==> src/include/tx_cfg_pkg.sv <==
package tx_cfg_pkg;

	// --------------------------------------------------------------------
	// Register indices and index-to-byte-address shift
	// --------------------------------------------------------------------
	localparam logic [7:0] IDX_DRIVER_MODE  = 8'h28;
	localparam logic [7:0] IDX_CARRIER_AMP  = 8'h29;
	localparam logic [7:0] IDX_MOD_SOURCE   = 8'h2A;
	localparam logic [7:0] IDX_OVERSHOOT    = 8'h2B;
	localparam logic [7:0] IDX_TX_CHECKSUM  = 8'h2C;
	localparam logic [7:0] IDX_TX_STATUS    = 8'h30;
	localparam int         ADDR_SHIFT       = 2;

	// --------------------------------------------------------------------
	// Field positions and masks
	// --------------------------------------------------------------------
	localparam int DRV_INV2_BIT   = 7;
	localparam int DRV_INV1_BIT   = 6;
	localparam int DRV_EN_BIT     = 3;
	localparam int DRV_STYLE_LSB  = 0;
	localparam int AMP_LEVEL_LSB  = 6;
	localparam int AMP_RESID_LSB  = 0;
	localparam int MOD_EXTRA_LSB  = 4;
	localparam int MOD_MAX_BIT    = 3;
	localparam int MOD_FLIP_BIT   = 2;
	localparam int MOD_SEL_LSB    = 0;
	localparam int OVS_FIRST_LSB  = 4;
	localparam int OVS_TRIM_LSB   = 0;
	localparam int CRC_SEED_LSB   = 4;
	localparam int CRC_KIND_LSB   = 2;
	localparam int CRC_CPL_BIT    = 1;
	localparam int CRC_APP_BIT    = 0;

	localparam logic [7:0] MASK_DRIVER_MODE = 8'hCF;
	localparam logic [7:0] MASK_CARRIER_AMP = 8'hDF;
	localparam logic [7:0] MASK_MOD_SOURCE  = 8'hFF;
	localparam logic [7:0] MASK_OVERSHOOT   = 8'hFF;
	localparam logic [7:0] MASK_TX_CHECKSUM = 8'h7F;
	localparam logic [7:0] REG_RESET        = 8'h00;

	// --------------------------------------------------------------------
	// Encodings
	// --------------------------------------------------------------------
	localparam logic [2:0] STYLE_PUSH_PULL  = 3'h0;
	localparam logic [2:0] STYLE_OPEN_DRAIN = 3'h1;
	localparam logic [2:0] STYLE_HIGH_Z     = 3'h2;
	localparam logic [2:0] STYLE_FIX_LOW    = 3'h4;
	localparam logic [2:0] STYLE_FIX_HIGH   = 3'h5;

	localparam logic [1:0] SEL_NONE     = 2'h0;
	localparam logic [1:0] SEL_ENVELOPE = 2'h1;
	localparam logic [1:0] SEL_EXTERNAL = 2'h2;

	localparam logic [1:0] KIND_CRC5  = 2'h0;
	localparam logic [1:0] KIND_CRC8  = 2'h1;
	localparam logic [1:0] KIND_CRC16 = 2'h2;

	localparam logic [1:0] RESP_OKAY   = 2'h0;
	localparam logic [1:0] RESP_SLVERR = 2'h2;

	typedef enum logic [1:0] {
		FRAME_IDLE = 2'b00,
		FRAME_RUN  = 2'b01,
		FRAME_DONE = 2'b11
	} frame_state_type;

	// --------------------------------------------------------------------
	// Bus carriers
	// --------------------------------------------------------------------
	typedef struct packed {
		logic        awvalid;
		logic [7:0]  awaddr;
		logic        wvalid;
		logic [31:0] wdata;
		logic [3:0]  wstrb;
		logic        bready;
		logic        arvalid;
		logic [7:0]  araddr;
		logic        rready;
	} axil_req_type;

	typedef struct packed {
		logic        awready;
		logic        wready;
		logic        bvalid;
		logic [1:0]  bresp;
		logic        arready;
		logic        rvalid;
		logic [31:0] rdata;
		logic [1:0]  rresp;
	} axil_rsp_type;

endpackage

==> src/design/tx_driver_and_crc_config.sv <==
// Operation
// - Bit 7 inverts second driver pin
// - Bit 6 inverts first driver pin
// - Driver enable bit enables both pins
// - Style field picks drain, push, hi-z, fixed
// - Full swing overrides carrier level reduction
// - Extra-length field extends modulation in carrier clocks
// - Polarity bit inverts selected modulation
// - Selector: none, envelope, external, reserved
// - Hold first overshoot value, drive it out
// - Hold load trim, drive it out
// - Kind field picks CRC5, CRC8, CRC16
// - Seed selector gives initial CRC value
// - Seed table for CRC16 and CRC8
// - CRC5 seeds; code 6 user seed
// - Complement bit inverts CRC before append
// - Append bit sends CRC, else none
// - User seed comes from nonvolatile preset
`timescale 1ns/1ps

module tx_driver_and_crc_config
	import tx_cfg_pkg::*;
#(
	parameter logic [15:0] CRC16_POLY_REFL = 16'h8408,
	parameter logic [15:0] CRC8_POLY_REFL  = 16'h00B8,
	parameter logic [15:0] CRC5_POLY_REFL  = 16'h0012,
	parameter int          EXTRA_W         = 4
)
(
	input  wire logic         clk,
	input  wire logic         resetn,
	input  wire axil_req_type bus_req,
	output axil_rsp_type      bus_rsp,
	input  wire logic         carrier_in,
	input  wire logic         coded_envelope,
	input  wire logic         external_signal_input,
	input  wire logic [15:0]  user_crc_seed,
	input  wire logic         frame_start,
	input  wire logic         bit_valid,
	input  wire logic         bit_data,
	input  wire logic         frame_end,
	output logic              tx1_out,
	output logic              tx1_oe_n,
	output logic              tx2_out,
	output logic              tx2_oe_n,
	output logic              modulation_out,
	output logic              carrier_full_swing,
	output logic [1:0]        carrier_level_reduction,
	output logic [4:0]        residual_carrier,
	output logic [3:0]        overshoot_first_value,
	output logic [3:0]        load_current_trim,
	output logic [15:0]       crc_word,
	output logic [1:0]        crc_word_kind,
	output logic              crc_word_valid
);

	if (EXTRA_W != 4)
		$error("EXTRA_W must be 4");

	// --------------------------------------------------------------------
	// Register storage
	// --------------------------------------------------------------------
	logic [7:0] driver_mode_ctrl_reg;
	logic [7:0] carrier_amplitude_ctrl_reg;
	logic [7:0] modulation_source_ctrl_reg;
	logic [7:0] overshoot_load_ctrl_reg;
	logic [7:0] tx_checksum_ctrl_reg;

	logic [7:0]  aw_addr_reg;
	logic        aw_held_reg;
	logic [31:0] w_data_reg;
	logic [3:0]  w_strb_reg;
	logic        w_held_reg;
	logic        bvalid_reg;
	logic [1:0]  bresp_reg;
	logic        rvalid_reg;
	logic [31:0] rdata_reg;
	logic [1:0]  rresp_reg;

	frame_state_type frame_state_reg;
	logic [15:0]     crc_reg;
	logic [15:0]     crc_last_reg;
	logic            mod_prev_reg;
	logic            carrier_prev_reg;
	logic [EXTRA_W-1:0] extra_cnt_reg;

	// Byte address to index; misaligned is unmapped
	function automatic logic [7:0] addr_index(input logic [7:0] addr);
		addr_index = {{ADDR_SHIFT{1'b0}}, addr[7:ADDR_SHIFT]};
	endfunction

	function automatic logic addr_known(input logic [7:0] addr);
		logic [7:0] idx;
		idx = addr_index(addr);
		addr_known = (addr[ADDR_SHIFT-1:0] == 2'h0) &&
			(idx == IDX_DRIVER_MODE || idx == IDX_CARRIER_AMP ||
			 idx == IDX_MOD_SOURCE || idx == IDX_OVERSHOOT ||
			 idx == IDX_TX_CHECKSUM || idx == IDX_TX_STATUS);
	endfunction

	// --------------------------------------------------------------------
	// AXI4-Lite write path
	// --------------------------------------------------------------------
	logic do_write;

	assign do_write = aw_held_reg && w_held_reg && !bvalid_reg;

	always_ff @(posedge clk)
	begin
		if (!resetn)
		begin
			aw_held_reg <= 1'b0;
			aw_addr_reg <= 8'h00;
		end
		else if (bus_req.awvalid && bus_rsp.awready)
		begin
			aw_held_reg <= 1'b1;
			aw_addr_reg <= bus_req.awaddr;
		end
		else if (do_write)
			aw_held_reg <= 1'b0;
	end

	always_ff @(posedge clk)
	begin
		if (!resetn)
		begin
			w_held_reg <= 1'b0;
			w_data_reg <= '0;
			w_strb_reg <= 4'h0;
		end
		else if (bus_req.wvalid && bus_rsp.wready)
		begin
			w_held_reg <= 1'b1;
			w_data_reg <= bus_req.wdata;
			w_strb_reg <= bus_req.wstrb;
		end
		else if (do_write)
			w_held_reg <= 1'b0;
	end

	always_ff @(posedge clk)
	begin
		if (!resetn)
		begin
			bvalid_reg <= 1'b0;
			bresp_reg  <= RESP_OKAY;
		end
		else if (do_write)
		begin
			bvalid_reg <= 1'b1;
			bresp_reg  <= addr_known(aw_addr_reg) ? RESP_OKAY : RESP_SLVERR;
		end
		else if (bus_req.bready)
			bvalid_reg <= 1'b0;
	end

	// Reserved bits masked so they read back zero
	always_ff @(posedge clk)
	begin
		if (!resetn)
		begin
			driver_mode_ctrl_reg       <= REG_RESET;
			carrier_amplitude_ctrl_reg <= REG_RESET;
			modulation_source_ctrl_reg <= REG_RESET;
			overshoot_load_ctrl_reg    <= REG_RESET;
			tx_checksum_ctrl_reg       <= REG_RESET;
		end
		else if (do_write && w_strb_reg[0] && addr_known(aw_addr_reg))
		begin
			unique case (addr_index(aw_addr_reg))
				IDX_DRIVER_MODE:
					driver_mode_ctrl_reg <= w_data_reg[7:0] & MASK_DRIVER_MODE;
				IDX_CARRIER_AMP:
					carrier_amplitude_ctrl_reg <=
						w_data_reg[7:0] & MASK_CARRIER_AMP;
				IDX_MOD_SOURCE:
					modulation_source_ctrl_reg <=
						w_data_reg[7:0] & MASK_MOD_SOURCE;
				IDX_OVERSHOOT:
					overshoot_load_ctrl_reg <= w_data_reg[7:0] & MASK_OVERSHOOT;
				IDX_TX_CHECKSUM:
					tx_checksum_ctrl_reg <= w_data_reg[7:0] & MASK_TX_CHECKSUM;
				default:
					;
			endcase
		end
	end

	// --------------------------------------------------------------------
	// AXI4-Lite read path
	// --------------------------------------------------------------------
	logic [31:0] rd_word;

	always_comb
	begin
		rd_word = '0;
		unique case (addr_index(bus_req.araddr))
			IDX_DRIVER_MODE: rd_word[7:0] = driver_mode_ctrl_reg;
			IDX_CARRIER_AMP: rd_word[7:0] = carrier_amplitude_ctrl_reg;
			IDX_MOD_SOURCE:  rd_word[7:0] = modulation_source_ctrl_reg;
			IDX_OVERSHOOT:   rd_word[7:0] = overshoot_load_ctrl_reg;
			IDX_TX_CHECKSUM: rd_word[7:0] = tx_checksum_ctrl_reg;
			IDX_TX_STATUS:   rd_word = {crc_last_reg, 14'h0000,
				modulation_out, frame_state_reg != FRAME_IDLE};
			default:         ;
		endcase
	end

	always_ff @(posedge clk)
	begin
		if (!resetn)
		begin
			rvalid_reg <= 1'b0;
			rdata_reg  <= '0;
			rresp_reg  <= RESP_OKAY;
		end
		else if (bus_req.arvalid && bus_rsp.arready)
		begin
			rvalid_reg <= 1'b1;
			rdata_reg  <= addr_known(bus_req.araddr) ? rd_word : '0;
			rresp_reg  <= addr_known(bus_req.araddr) ? RESP_OKAY : RESP_SLVERR;
		end
		else if (bus_req.rready)
			rvalid_reg <= 1'b0;
	end

	always_comb
	begin
		bus_rsp.awready = !aw_held_reg && !bvalid_reg;
		bus_rsp.wready  = !w_held_reg && !bvalid_reg;
		bus_rsp.bvalid  = bvalid_reg;
		bus_rsp.bresp   = bresp_reg;
		bus_rsp.arready = !rvalid_reg;
		bus_rsp.rvalid  = rvalid_reg;
		bus_rsp.rdata   = rdata_reg;
		bus_rsp.rresp   = rresp_reg;
	end

	// --------------------------------------------------------------------
	// Antenna drivers
	// --------------------------------------------------------------------
	logic       second_driver_invert;
	logic       first_driver_invert;
	logic       driver_output_enable;
	logic [2:0] driver_output_style;

	assign second_driver_invert = driver_mode_ctrl_reg[DRV_INV2_BIT];
	assign first_driver_invert  = driver_mode_ctrl_reg[DRV_INV1_BIT];
	assign driver_output_enable = driver_mode_ctrl_reg[DRV_EN_BIT];
	assign driver_output_style  =
		driver_mode_ctrl_reg[DRV_STYLE_LSB +: 3];

	// Returns {out, oe_n}; unsupported codes park at high impedance
	function automatic logic [1:0] pin_drive(input logic sig,
		input logic [2:0] style, input logic enable);
		pin_drive = 2'b01;
		if (enable)
		begin
			unique case (style)
				STYLE_PUSH_PULL:  pin_drive = {sig, 1'b0};
				STYLE_OPEN_DRAIN: pin_drive = {1'b0, sig};
				STYLE_FIX_LOW:    pin_drive = 2'b00;
				STYLE_FIX_HIGH:   pin_drive = 2'b10;
				default:          pin_drive = 2'b01;
			endcase
		end
	endfunction

	always_ff @(posedge clk)
	begin
		if (!resetn)
		begin
			tx1_out  <= 1'b0;
			tx1_oe_n <= 1'b1;
			tx2_out  <= 1'b0;
			tx2_oe_n <= 1'b1;
		end
		else
		begin
			{tx1_out, tx1_oe_n} <= pin_drive(carrier_in ^ first_driver_invert,
				driver_output_style, driver_output_enable);
			{tx2_out, tx2_oe_n} <= pin_drive(carrier_in ^ second_driver_invert,
				driver_output_style, driver_output_enable);
		end
	end

	// --------------------------------------------------------------------
	// Modulation source, polarity and overshoot extension
	// --------------------------------------------------------------------
	logic [1:0]         modulation_source_select;
	logic               modulation_polarity_flip;
	logic [EXTRA_W-1:0] overshoot_extra_length;
	logic               mod_sel;
	logic               carrier_rise;

	assign modulation_source_select =
		modulation_source_ctrl_reg[MOD_SEL_LSB +: 2];
	assign modulation_polarity_flip =
		modulation_source_ctrl_reg[MOD_FLIP_BIT];
	assign overshoot_extra_length =
		modulation_source_ctrl_reg[MOD_EXTRA_LSB +: EXTRA_W];
	assign carrier_rise = carrier_in && !carrier_prev_reg;

	always_comb
	begin
		unique case (modulation_source_select)
			SEL_ENVELOPE: mod_sel = coded_envelope ^ modulation_polarity_flip;
			SEL_EXTERNAL: mod_sel =
				external_signal_input ^ modulation_polarity_flip;
			default:      mod_sel = 1'b0;
		endcase
	end

	// Extension counts carrier rising edges after modulation ends
	always_ff @(posedge clk)
	begin
		if (!resetn)
		begin
			mod_prev_reg     <= 1'b0;
			carrier_prev_reg <= 1'b0;
			extra_cnt_reg    <= '0;
		end
		else
		begin
			mod_prev_reg     <= mod_sel;
			carrier_prev_reg <= carrier_in;
			if (mod_prev_reg && !mod_sel)
				extra_cnt_reg <= overshoot_extra_length;
			else if (mod_sel)
				extra_cnt_reg <= '0;
			else if (carrier_rise && extra_cnt_reg != '0)
				extra_cnt_reg <= extra_cnt_reg - 1'b1;
		end
	end

	always_ff @(posedge clk)
	begin
		if (!resetn)
		begin
			modulation_out          <= 1'b0;
			carrier_full_swing      <= 1'b0;
			carrier_level_reduction <= 2'h0;
			residual_carrier        <= 5'h00;
			overshoot_first_value   <= 4'h0;
			load_current_trim       <= 4'h0;
		end
		else
		begin
			modulation_out <= mod_sel || (mod_prev_reg && !mod_sel &&
				overshoot_extra_length != '0) || extra_cnt_reg != '0;
			carrier_full_swing <= modulation_source_ctrl_reg[MOD_MAX_BIT];
			carrier_level_reduction <=
				modulation_source_ctrl_reg[MOD_MAX_BIT] ? 2'h0 :
				carrier_amplitude_ctrl_reg[AMP_LEVEL_LSB +: 2];
			residual_carrier <= carrier_amplitude_ctrl_reg[AMP_RESID_LSB +: 5];
			overshoot_first_value <=
				overshoot_load_ctrl_reg[OVS_FIRST_LSB +: 4];
			load_current_trim <=
				overshoot_load_ctrl_reg[OVS_TRIM_LSB +: 4];
		end
	end

	// --------------------------------------------------------------------
	// Transmit CRC generator
	// --------------------------------------------------------------------
	logic [2:0] crc_seed_select;
	logic [1:0] crc_kind_select;
	logic       crc_complement;
	logic       crc_append_enable;

	assign crc_seed_select   = tx_checksum_ctrl_reg[CRC_SEED_LSB +: 3];
	assign crc_kind_select   = tx_checksum_ctrl_reg[CRC_KIND_LSB +: 2];
	assign crc_complement    = tx_checksum_ctrl_reg[CRC_CPL_BIT];
	assign crc_append_enable = tx_checksum_ctrl_reg[CRC_APP_BIT];

	function automatic logic [15:0] kind_mask(input logic [1:0] kind);
		unique case (kind)
			KIND_CRC5:  kind_mask = 16'h001F;
			KIND_CRC8:  kind_mask = 16'h00FF;
			KIND_CRC16: kind_mask = 16'hFFFF;
			default:    kind_mask = 16'h0000;
		endcase
	endfunction

	// Undefined seed codes give zero rather than a guessed value
	function automatic logic [15:0] seed_value(input logic [2:0] code,
		input logic [1:0] kind, input logic [15:0] user);
		seed_value = 16'h0000;
		unique case (code)
			3'h1: seed_value = (kind == KIND_CRC16) ? 16'h6363 : 16'h0012;
			3'h2: seed_value = (kind == KIND_CRC16) ? 16'hA671 :
				(kind == KIND_CRC8) ? 16'h00BF : 16'h0000;
			3'h3: seed_value = (kind == KIND_CRC16) ? 16'hFFFE :
				(kind == KIND_CRC8) ? 16'h00FD : 16'h0000;
			3'h6: seed_value = user;
			3'h7: seed_value = 16'hFFFF;
			default: seed_value = 16'h0000;
		endcase
		seed_value = seed_value & kind_mask(kind);
	endfunction

	function automatic logic [15:0] crc_step(input logic [15:0] crc,
		input logic din, input logic [1:0] kind);
		logic [15:0] poly;
		poly = 16'h0000;
		unique case (kind)
			KIND_CRC5:  poly = CRC5_POLY_REFL;
			KIND_CRC8:  poly = CRC8_POLY_REFL;
			KIND_CRC16: poly = CRC16_POLY_REFL;
			default:    poly = 16'h0000;
		endcase
		crc_step = ((crc >> 1) ^ ((crc[0] ^ din) ? poly : 16'h0000)) &
			kind_mask(kind);
	endfunction

	always_ff @(posedge clk)
	begin
		if (!resetn)
		begin
			frame_state_reg <= FRAME_IDLE;
			crc_reg         <= 16'h0000;
		end
		else if (frame_start)
		begin
			frame_state_reg <= FRAME_RUN;
			crc_reg <= seed_value(crc_seed_select, crc_kind_select,
				user_crc_seed);
		end
		else
		begin
			unique case (frame_state_reg)
				FRAME_IDLE:
					;
				FRAME_RUN:
				begin
					if (frame_end)
						frame_state_reg <= FRAME_DONE;
					else if (bit_valid)
						crc_reg <= crc_step(crc_reg, bit_data,
							crc_kind_select);
				end
				FRAME_DONE:
					frame_state_reg <= FRAME_IDLE;
			endcase
		end
	end

	always_ff @(posedge clk)
	begin
		if (!resetn)
		begin
			crc_word       <= 16'h0000;
			crc_word_kind  <= KIND_CRC5;
			crc_word_valid <= 1'b0;
			crc_last_reg   <= 16'h0000;
		end
		else
		begin
			crc_word_valid <= 1'b0;
			if (frame_state_reg == FRAME_RUN && frame_end && !frame_start)
			begin
				crc_last_reg <= crc_reg ^ (crc_complement ?
					kind_mask(crc_kind_select) : 16'h0000);
				if (crc_append_enable)
				begin
					crc_word <= crc_reg ^ (crc_complement ?
						kind_mask(crc_kind_select) : 16'h0000);
					crc_word_kind  <= crc_kind_select;
					crc_word_valid <= 1'b1;
				end
			end
		end
	end

endmodule

==> config.mk <==
export PLATFORM = sky130hd
export DESIGN_NAME = tx_driver_and_crc_config
export DESIGN_NICKNAME = d
export VERILOG_FILES = /design/src/include/tx_cfg_pkg.sv /design/src/design/tx_driver_and_crc_config.sv
export SDC_FILE = /design/constraint.sdc
export NUM_CORES = 1
export LEC_CHECK = 0
export BUFFER_PORTS_ARGS = -buffer_cell sky130_fd_sc_hd__buf_2
export CAP_MARGIN = 20
export CORE_UTILIZATION = 50
export CTS_CLUSTER_DIAMETER = 150
export DETAILED_ROUTE_END_ITERATION = 6
export GPL_TIMING_DRIVEN = 0
export HOLD_SLACK_MARGIN = 0.02
export PLACE_DENSITY_LB_ADDON = 0.2
export SLEW_MARGIN = 20
export SYNTH_ARGS = -nofsm -noshare
export SYNTH_HDL_FRONTEND = slang
export SYNTH_SLANG_ARGS = --single-unit
==> constraint.sdc <==
create_clock -name clk -period 1.9 [get_ports clk]
set_input_delay 0.19 -clock clk [delete_from_list [all_inputs] [get_ports clk]]
set_output_delay 0.19 -clock clk [all_outputs]
set_load 0.1 [all_outputs]
* Yosys cells after proc, flatten, opt, wreduce, memory -nomap -nowiden
Index checks and enable logic that the tools add are counted.
** Operators by class
- Add/sub/neg operators :: 1
- Mux-type cells :: 56
- Bitwise operators :: 11
- Reduce and logical (&&, ||, !) cells :: 65
- Eq/ne operators :: 29
** Operators with widths (count)
- 16-bit two-way mux :: 28
- 16-bit one-hot mux with 3 select lines :: 2
- 16-bit one-hot mux with 5 select lines :: 1
- 6-bit equality test, second input constant :: 12
- 8-bit one-hot mux with 6 select lines :: 1
- 16-bit bitwise AND :: 2
- 32-bit two-way mux :: 1
- 16-bit bitwise XOR :: 2
- 24-bit two-way mux :: 1
- 2-bit AND reduction :: 10
- 1-bit logical AND :: 17
- 8-bit two-way mux :: 2
- 2-bit one-hot mux with 4 select lines :: 2
- 2-bit nonzero test :: 8
- 15-bit by 16-bit bitwise XOR with 16-bit output :: 1
- 15-bit two-way mux :: 1
- 3-bit equality test, second input constant :: 4
- 1-bit logical OR :: 12
- 4-bit two-way mux :: 3
- 1-bit two-way mux :: 9
- 4-bit nonzero test :: 2
- 1-bit zero test :: 7
- 2-bit by 1-bit equality test with 1-bit output, second input constant :: 3
- 2-bit equality test, second input constant :: 3
- other kinds (15) :: 28
** Word-level totals
- Register bits after elaboration :: 173
- Input port bits :: 82

* Longest topological paths before layout
- Depth after elaboration :: 14
- Gate-level depth with buffers :: 8
- Depth with buffers taken out :: 7

* Worst setup path before layout
Ideal clock, no wire load.
- Kind :: flip-flop to flip-flop
- Start point :: register bvalid_reg
- End point :: register w_data_reg[6]
- Data arrival time :: 2.346 ns
- Path slack :: -0.578 ns
- Library setup time :: 0.132 ns
- Period minus slack after synthesis :: 2.478 ns
- Cell stages (with the launch flop) :: 5
- Required time :: 1.768 ns
- Path through :: dfxtp_1 -> nor2_1 -> nand2_1 -> nand2_1 -> a21oi_1
** RTL lines
- start: declaration :: line tx_driver_and_crc_config.sv:74 : logic bvalid_reg;
- start signal: assignment :: line tx_driver_and_crc_config.sv:146 : bvalid_reg <= 1'b0;
- start signal: assignment :: line tx_driver_and_crc_config.sv:151 : bvalid_reg <= 1'b1;
- start signal: assignment :: line tx_driver_and_crc_config.sv:155 : bvalid_reg <= 1'b0;
- end signal: assignment :: line tx_driver_and_crc_config.sv:135 : w_data_reg <= bus_req.wdata;
- end: declaration :: line tx_driver_and_crc_config.sv:71 : logic [31:0] w_data_reg;

* Worst setup path after layout
- Start point :: register tx_checksum_ctrl_reg[2]
- End point :: register crc_reg[0]
** Between the ends
- Longest elaborated chain between the ends :: 12
** Ends and longest elaborated chain
- start: declaration :: line tx_driver_and_crc_config.sv:67 : logic [7:0] tx_checksum_ctrl_reg;
- start signal: assignment :: line tx_driver_and_crc_config.sv:183 : tx_checksum_ctrl_reg <= w_data_reg[7:0] & MASK_TX_CHECKSUM;
- 2-bit equality test, or another cell as far along
- 16-bit one-hot mux with 3 select lines :: line tx_driver_and_crc_config.sv:378 : unique case (kind)
- 16-bit two-way mux :: line tx_driver_and_crc_config.sv:439 : else if (bit_valid)
- 16-bit two-way mux :: line tx_driver_and_crc_config.sv:437 : if (frame_end)
- 16-bit two-way mux :: line tx_driver_and_crc_config.sv:432 : unique case (frame_state_reg)
- 16-bit two-way mux :: line tx_driver_and_crc_config.sv:424 : else if (frame_start)
- 16-bit two-way mux :: line tx_driver_and_crc_config.sv:419 : if (!resetn)
- 16-bit bitwise AND :: line tx_driver_and_crc_config.sv:413 : crc_step = ((crc >> 1) ^ ((crc[0] ^ din) ? poly : 16'h0000)) &
- 16-bit two-way mux :: line tx_driver_and_crc_config.sv:439
- 16-bit two-way mux :: line tx_driver_and_crc_config.sv:437
- 16-bit two-way mux :: line tx_driver_and_crc_config.sv:432
- 16-bit two-way mux (*) :: line tx_driver_and_crc_config.sv:424
- end signal: assignment :: line tx_driver_and_crc_config.sv:427 : crc_reg <= seed_value(crc_seed_select, crc_kind_select,
- end signal: assignment :: line tx_driver_and_crc_config.sv:440 : crc_reg <= crc_step(crc_reg, bit_data,
- end: declaration :: line tx_driver_and_crc_config.sv:81 : logic [15:0] crc_reg;
Every way passes the cells marked *; elsewhere a longest branch is shown, timed or not. The select of a mux whose other input is x is not followed.
A chain may end at the register's enable or synchronous reset.

==> flow_summary.toml <==
[run_status]
outcome = "finished with violations"
violations = "setup timing"

[placement]
gp_routability_congestion = 0.886
detailedPlacementHpwl_um = 13300
placed_cells_incl_taps = 1082
port_buffers = 125

[sta]
setup_ws_ns = -0.0406
setup_total_negative_slack_ns = -0.0406
finalSetupViolCount = 1
post-route-min-period_ns = 1.94
max_freq_ghz = 0.515
slew_headroom_pct = 44.7
fin_crit_sh_pct = 102
final_max_slew_viol_count = 0
measured_slew_at_the_worst_slew_check_pin_ns = 0.830
finalHoldViolCount = 0
clock-skew-final_ns = 0.00796
worst_hold_slack_ns = 0.0134

[worst_setup_path]
worstPathCellList = "inv_1 -> ha_4 -> nor2b_2 -> inv_1 -> o21ai_0 -> a221oi_1 -> o31ai_1"
max_stage_delay_ns = 0.38
critical-path-slowest-cell = "sky130_fd_sc_hd__dfxtp_4"
data_arrival_time_of_the_critical_path_ns = 2.26
end_kind = "register"
crit_path_frequent_cell = "sky130_fd_sc_hd__inv_1"
worstSetupStartpointType = "register"
timing.critical_path.max_delay_family = "compound AO/OA/AOI/OAI gates"
crit_buf_inv = 2
worst-setup-path-type = "register to register"
timing.critical_path.fanout_max = 10
data_required_critical_path_ns = 2.22

[clocking]
clockRootBuffer = "sky130_fd_sc_hd__clkbuf_16"
clock_buffer_count_from_cts = 17
cts.clk_slew.worst_paths_ns = 0.06
clk-insertion-delay-late_ns = 0.43
htree_num_levels = 4
clock_sink_count = 163
cts_max_path_buffers = 2
tritoncts_clock_tree = "done"

[global_route]
antenna_found_initial = 0
grt_first_pass_wirelength_um = 29200
via_count_of_the_first_global_routing_pass = 5494
grt_max_degree = 17
grt-ovfl-total = 0
track_usage_pct = 26.6

[synthesis]
synth.top_cell.area_share_pct = 47.5
yosys_register_bits = 163
syn_avg_cell_area_sq_um = 8.89
synth-warning-count = 0
sequential_area_share_after_synthesis_pct = 47.5
synth.largest_area_cell = "sky130_fd_sc_hd__dfxtp_1"
synth_flop_cell = "sky130_fd_sc_hd__dfxtp_1"
cell_with_the_most_instances_after_synthesis = "sky130_fd_sc_hd__dfxtp_1"
syn-cell-area_sq_um = 6870
synth-edff-count = 0
instance_count_of_the_mapped_netlist = 772
ys_top_cells_by_count = "sky130_fd_sc_hd__dfxtp_1 (163), sky130_fd_sc_hd__nand2_1 (93), sky130_fd_sc_hd__nor2_1 (93)"
synth-async-reset-ratio_pct = 0
netlist_top_cells_area = "sky130_fd_sc_hd__dfxtp_1 (48%), sky130_fd_sc_hd__nand2_1 (5.1%), sky130_fd_sc_hd__nor2_1 (5.1%)"
yosys.cell_types.count = 57

[pwr]
total_power_mw = 7.74
p_comb_share_pct = 10.4
max-vdd-ir-drop_uv = 584
power-per-cell-area_nw_per_um2 = 899
power.internal_mw = 5.71
p_seq_share_pct = 46.3
power_leakage_nw = 3.56
power.share.switching_pct = 26.2
p_switching_mw = 2.02
share_clk_of_total_power_pct = 43.3

[layout]
finish.utilization_pct = 64.7
num_antenna_cells = 0
largest_register_ff_count = 24
syn2layout_area_growth_pct = 25.3
post_layout_nonfiller_instances = 1134
num-nets-final = 1035
drive_above_1_share_pct = 23.6

[detailed_routing]
post_drt_via_cell_ratio = 5.48
per_cell_routed_wire_length_um = 16.3
dr_total_vias = 6211
ant_nets = 0
drc_errors = 0
initial_drc_count = 543
routed_wl_um = 18500
drt_pass1_iterations = 5

[floorplanning]
initial_utilization_pct = 51.6
floorplan.core_area_sq_um = 13300
rows = 42
die_width_um = 119
boundaryPins = 163
die_height_um = 119
die_area_sq_um = 14200

[hold_path]
worst_hold_path_type = "input port to register"

[flow_run]
max_cap_viol_count = 0
## power by group through the flow
stage	clock network (mW)	logic [mW]	registers (mW)
2_1_floorplan	0	0.504	3.71
3_3_place_gp	0	0.762	3.65
3_5_place_dp	0	0.766	3.65
4_1_cts	3.36	0.789	3.58
5_1_grt	3.53	0.872	3.59
6_report	3.35	0.808	3.58
## what timing repair did
action,CTS,global route
pin swaps,1,6
buffers inserted,0,10
endpoints found under the hold margin,12,0
hold buffers,12,0
setup endpoints to repair,33,75
resized for setup,3,25
## metrics by stage
step / cell area [sq um] / setup WS, ns
after floorplan: 6900 / -0.00862
after detailed placement: 7750 / -0.205
after global routing: 8600 / -0.0354
after CTS: 8450 / -0.00469
after global placement: 7750 / -0.187
final: 8600 / -0.0406
## cells by family after synthesis
logic type	count (synthesis)	synth area share (%)
fa+ha+maj	8	1.46
xor+xnor	27	3.44
buf+inv	78	5.25
other cells	1	0.0546
simple gates	280	19.4
compound gates	182	16.9
mux	33	5.94
flops	163	47.5
## worst register-to-register path: stages (launching register included)
cell,delay (ns)
sky130_fd_sc_hd__dfxtp_4,0.38
sky130_fd_sc_hd__inv_1,0.19
sky130_fd_sc_hd__ha_4,0.23
sky130_fd_sc_hd__nor2b_2,0.27
sky130_fd_sc_hd__inv_1,0.08
sky130_fd_sc_hd__o21ai_0,0.20
sky130_fd_sc_hd__a221oi_1,0.14
sky130_fd_sc_hd__o31ai_1,0.36
## routing by layer
metal  track usage (%)  vias up  wire length, um
met5                 0        -                0
met4              9.41        0              392
met3              5.65       37             1360
met2              39.5      256             8310
met1              38.0     2903             8470
li1                  -     3015                -
## cells in the final DEF (no fill, tap or decap), types with 7 or more instances in the layout
cell type	netlist	final
sky130_fd_sc_hd__dfxtp_1	163	159
sky130_fd_sc_hd__buf_2	9	132
sky130_fd_sc_hd__buf_4	15	25
sky130_fd_sc_hd__o21ai_0	45	43
sky130_fd_sc_hd__a21oi_1	42	42
sky130_fd_sc_hd__nor3_1	10	10
sky130_fd_sc_hd__dlygate4sd3_1	0	12
sky130_fd_sc_hd__nand2b_1	9	9
sky130_fd_sc_hd__nor2_1	93	89
sky130_fd_sc_hd__xor2_1	13	13
sky130_fd_sc_hd__a22oi_1	24	24
sky130_fd_sc_hd__xnor2_1	14	14
sky130_fd_sc_hd__nand3_1	18	17
sky130_fd_sc_hd__inv_1	19	18
sky130_fd_sc_hd__clkbuf_1	30	29
sky130_fd_sc_hd__a211oi_1	36	36
sky130_fd_sc_hd__conb_1	1	10
sky130_fd_sc_hd__clkbuf_16	0	17
sky130_fd_sc_hd__nor2b_1	9	7
sky130_fd_sc_hd__mux2i_1	25	25
sky130_fd_sc_hd__and2_1	19	19
sky130_fd_sc_hd__nand2_1	93	93
## final timing paths
path,start,depth (start not counted),slack [ns],to
worst max-delay path,tx_checksum_ctrl_reg[2]$_SDFFE_PN0P_,7,-0.04,crc_reg[0]$_SDFFE_PN0P_
worst min-delay path,bus_req[10],3,0.01,bvalid_reg$_SDFFE_PN0P_
worst max register to register,tx_checksum_ctrl_reg[2]$_SDFFE_PN0P_,7,-0.04,crc_reg[0]$_SDFFE_PN0P_
worst min register to register,aw_addr_reg[7]$_SDFFE_PN0P_,2,0.45,aw_addr_reg[7]$_SDFFE_PN0P_
## cell type report
class	count	area [sq um]
Fill cell	1141	4690
Multi-Input combinational cell	540	3350
Sequential cell	163	3270
Timing Repair Buffer	147	821
Clock buffer	20	447
Buffer	56	288
Tap cell	176	220
Clock inverter	12	133
Inverter	20	75.1
Power figures use the tool's default switching activity.
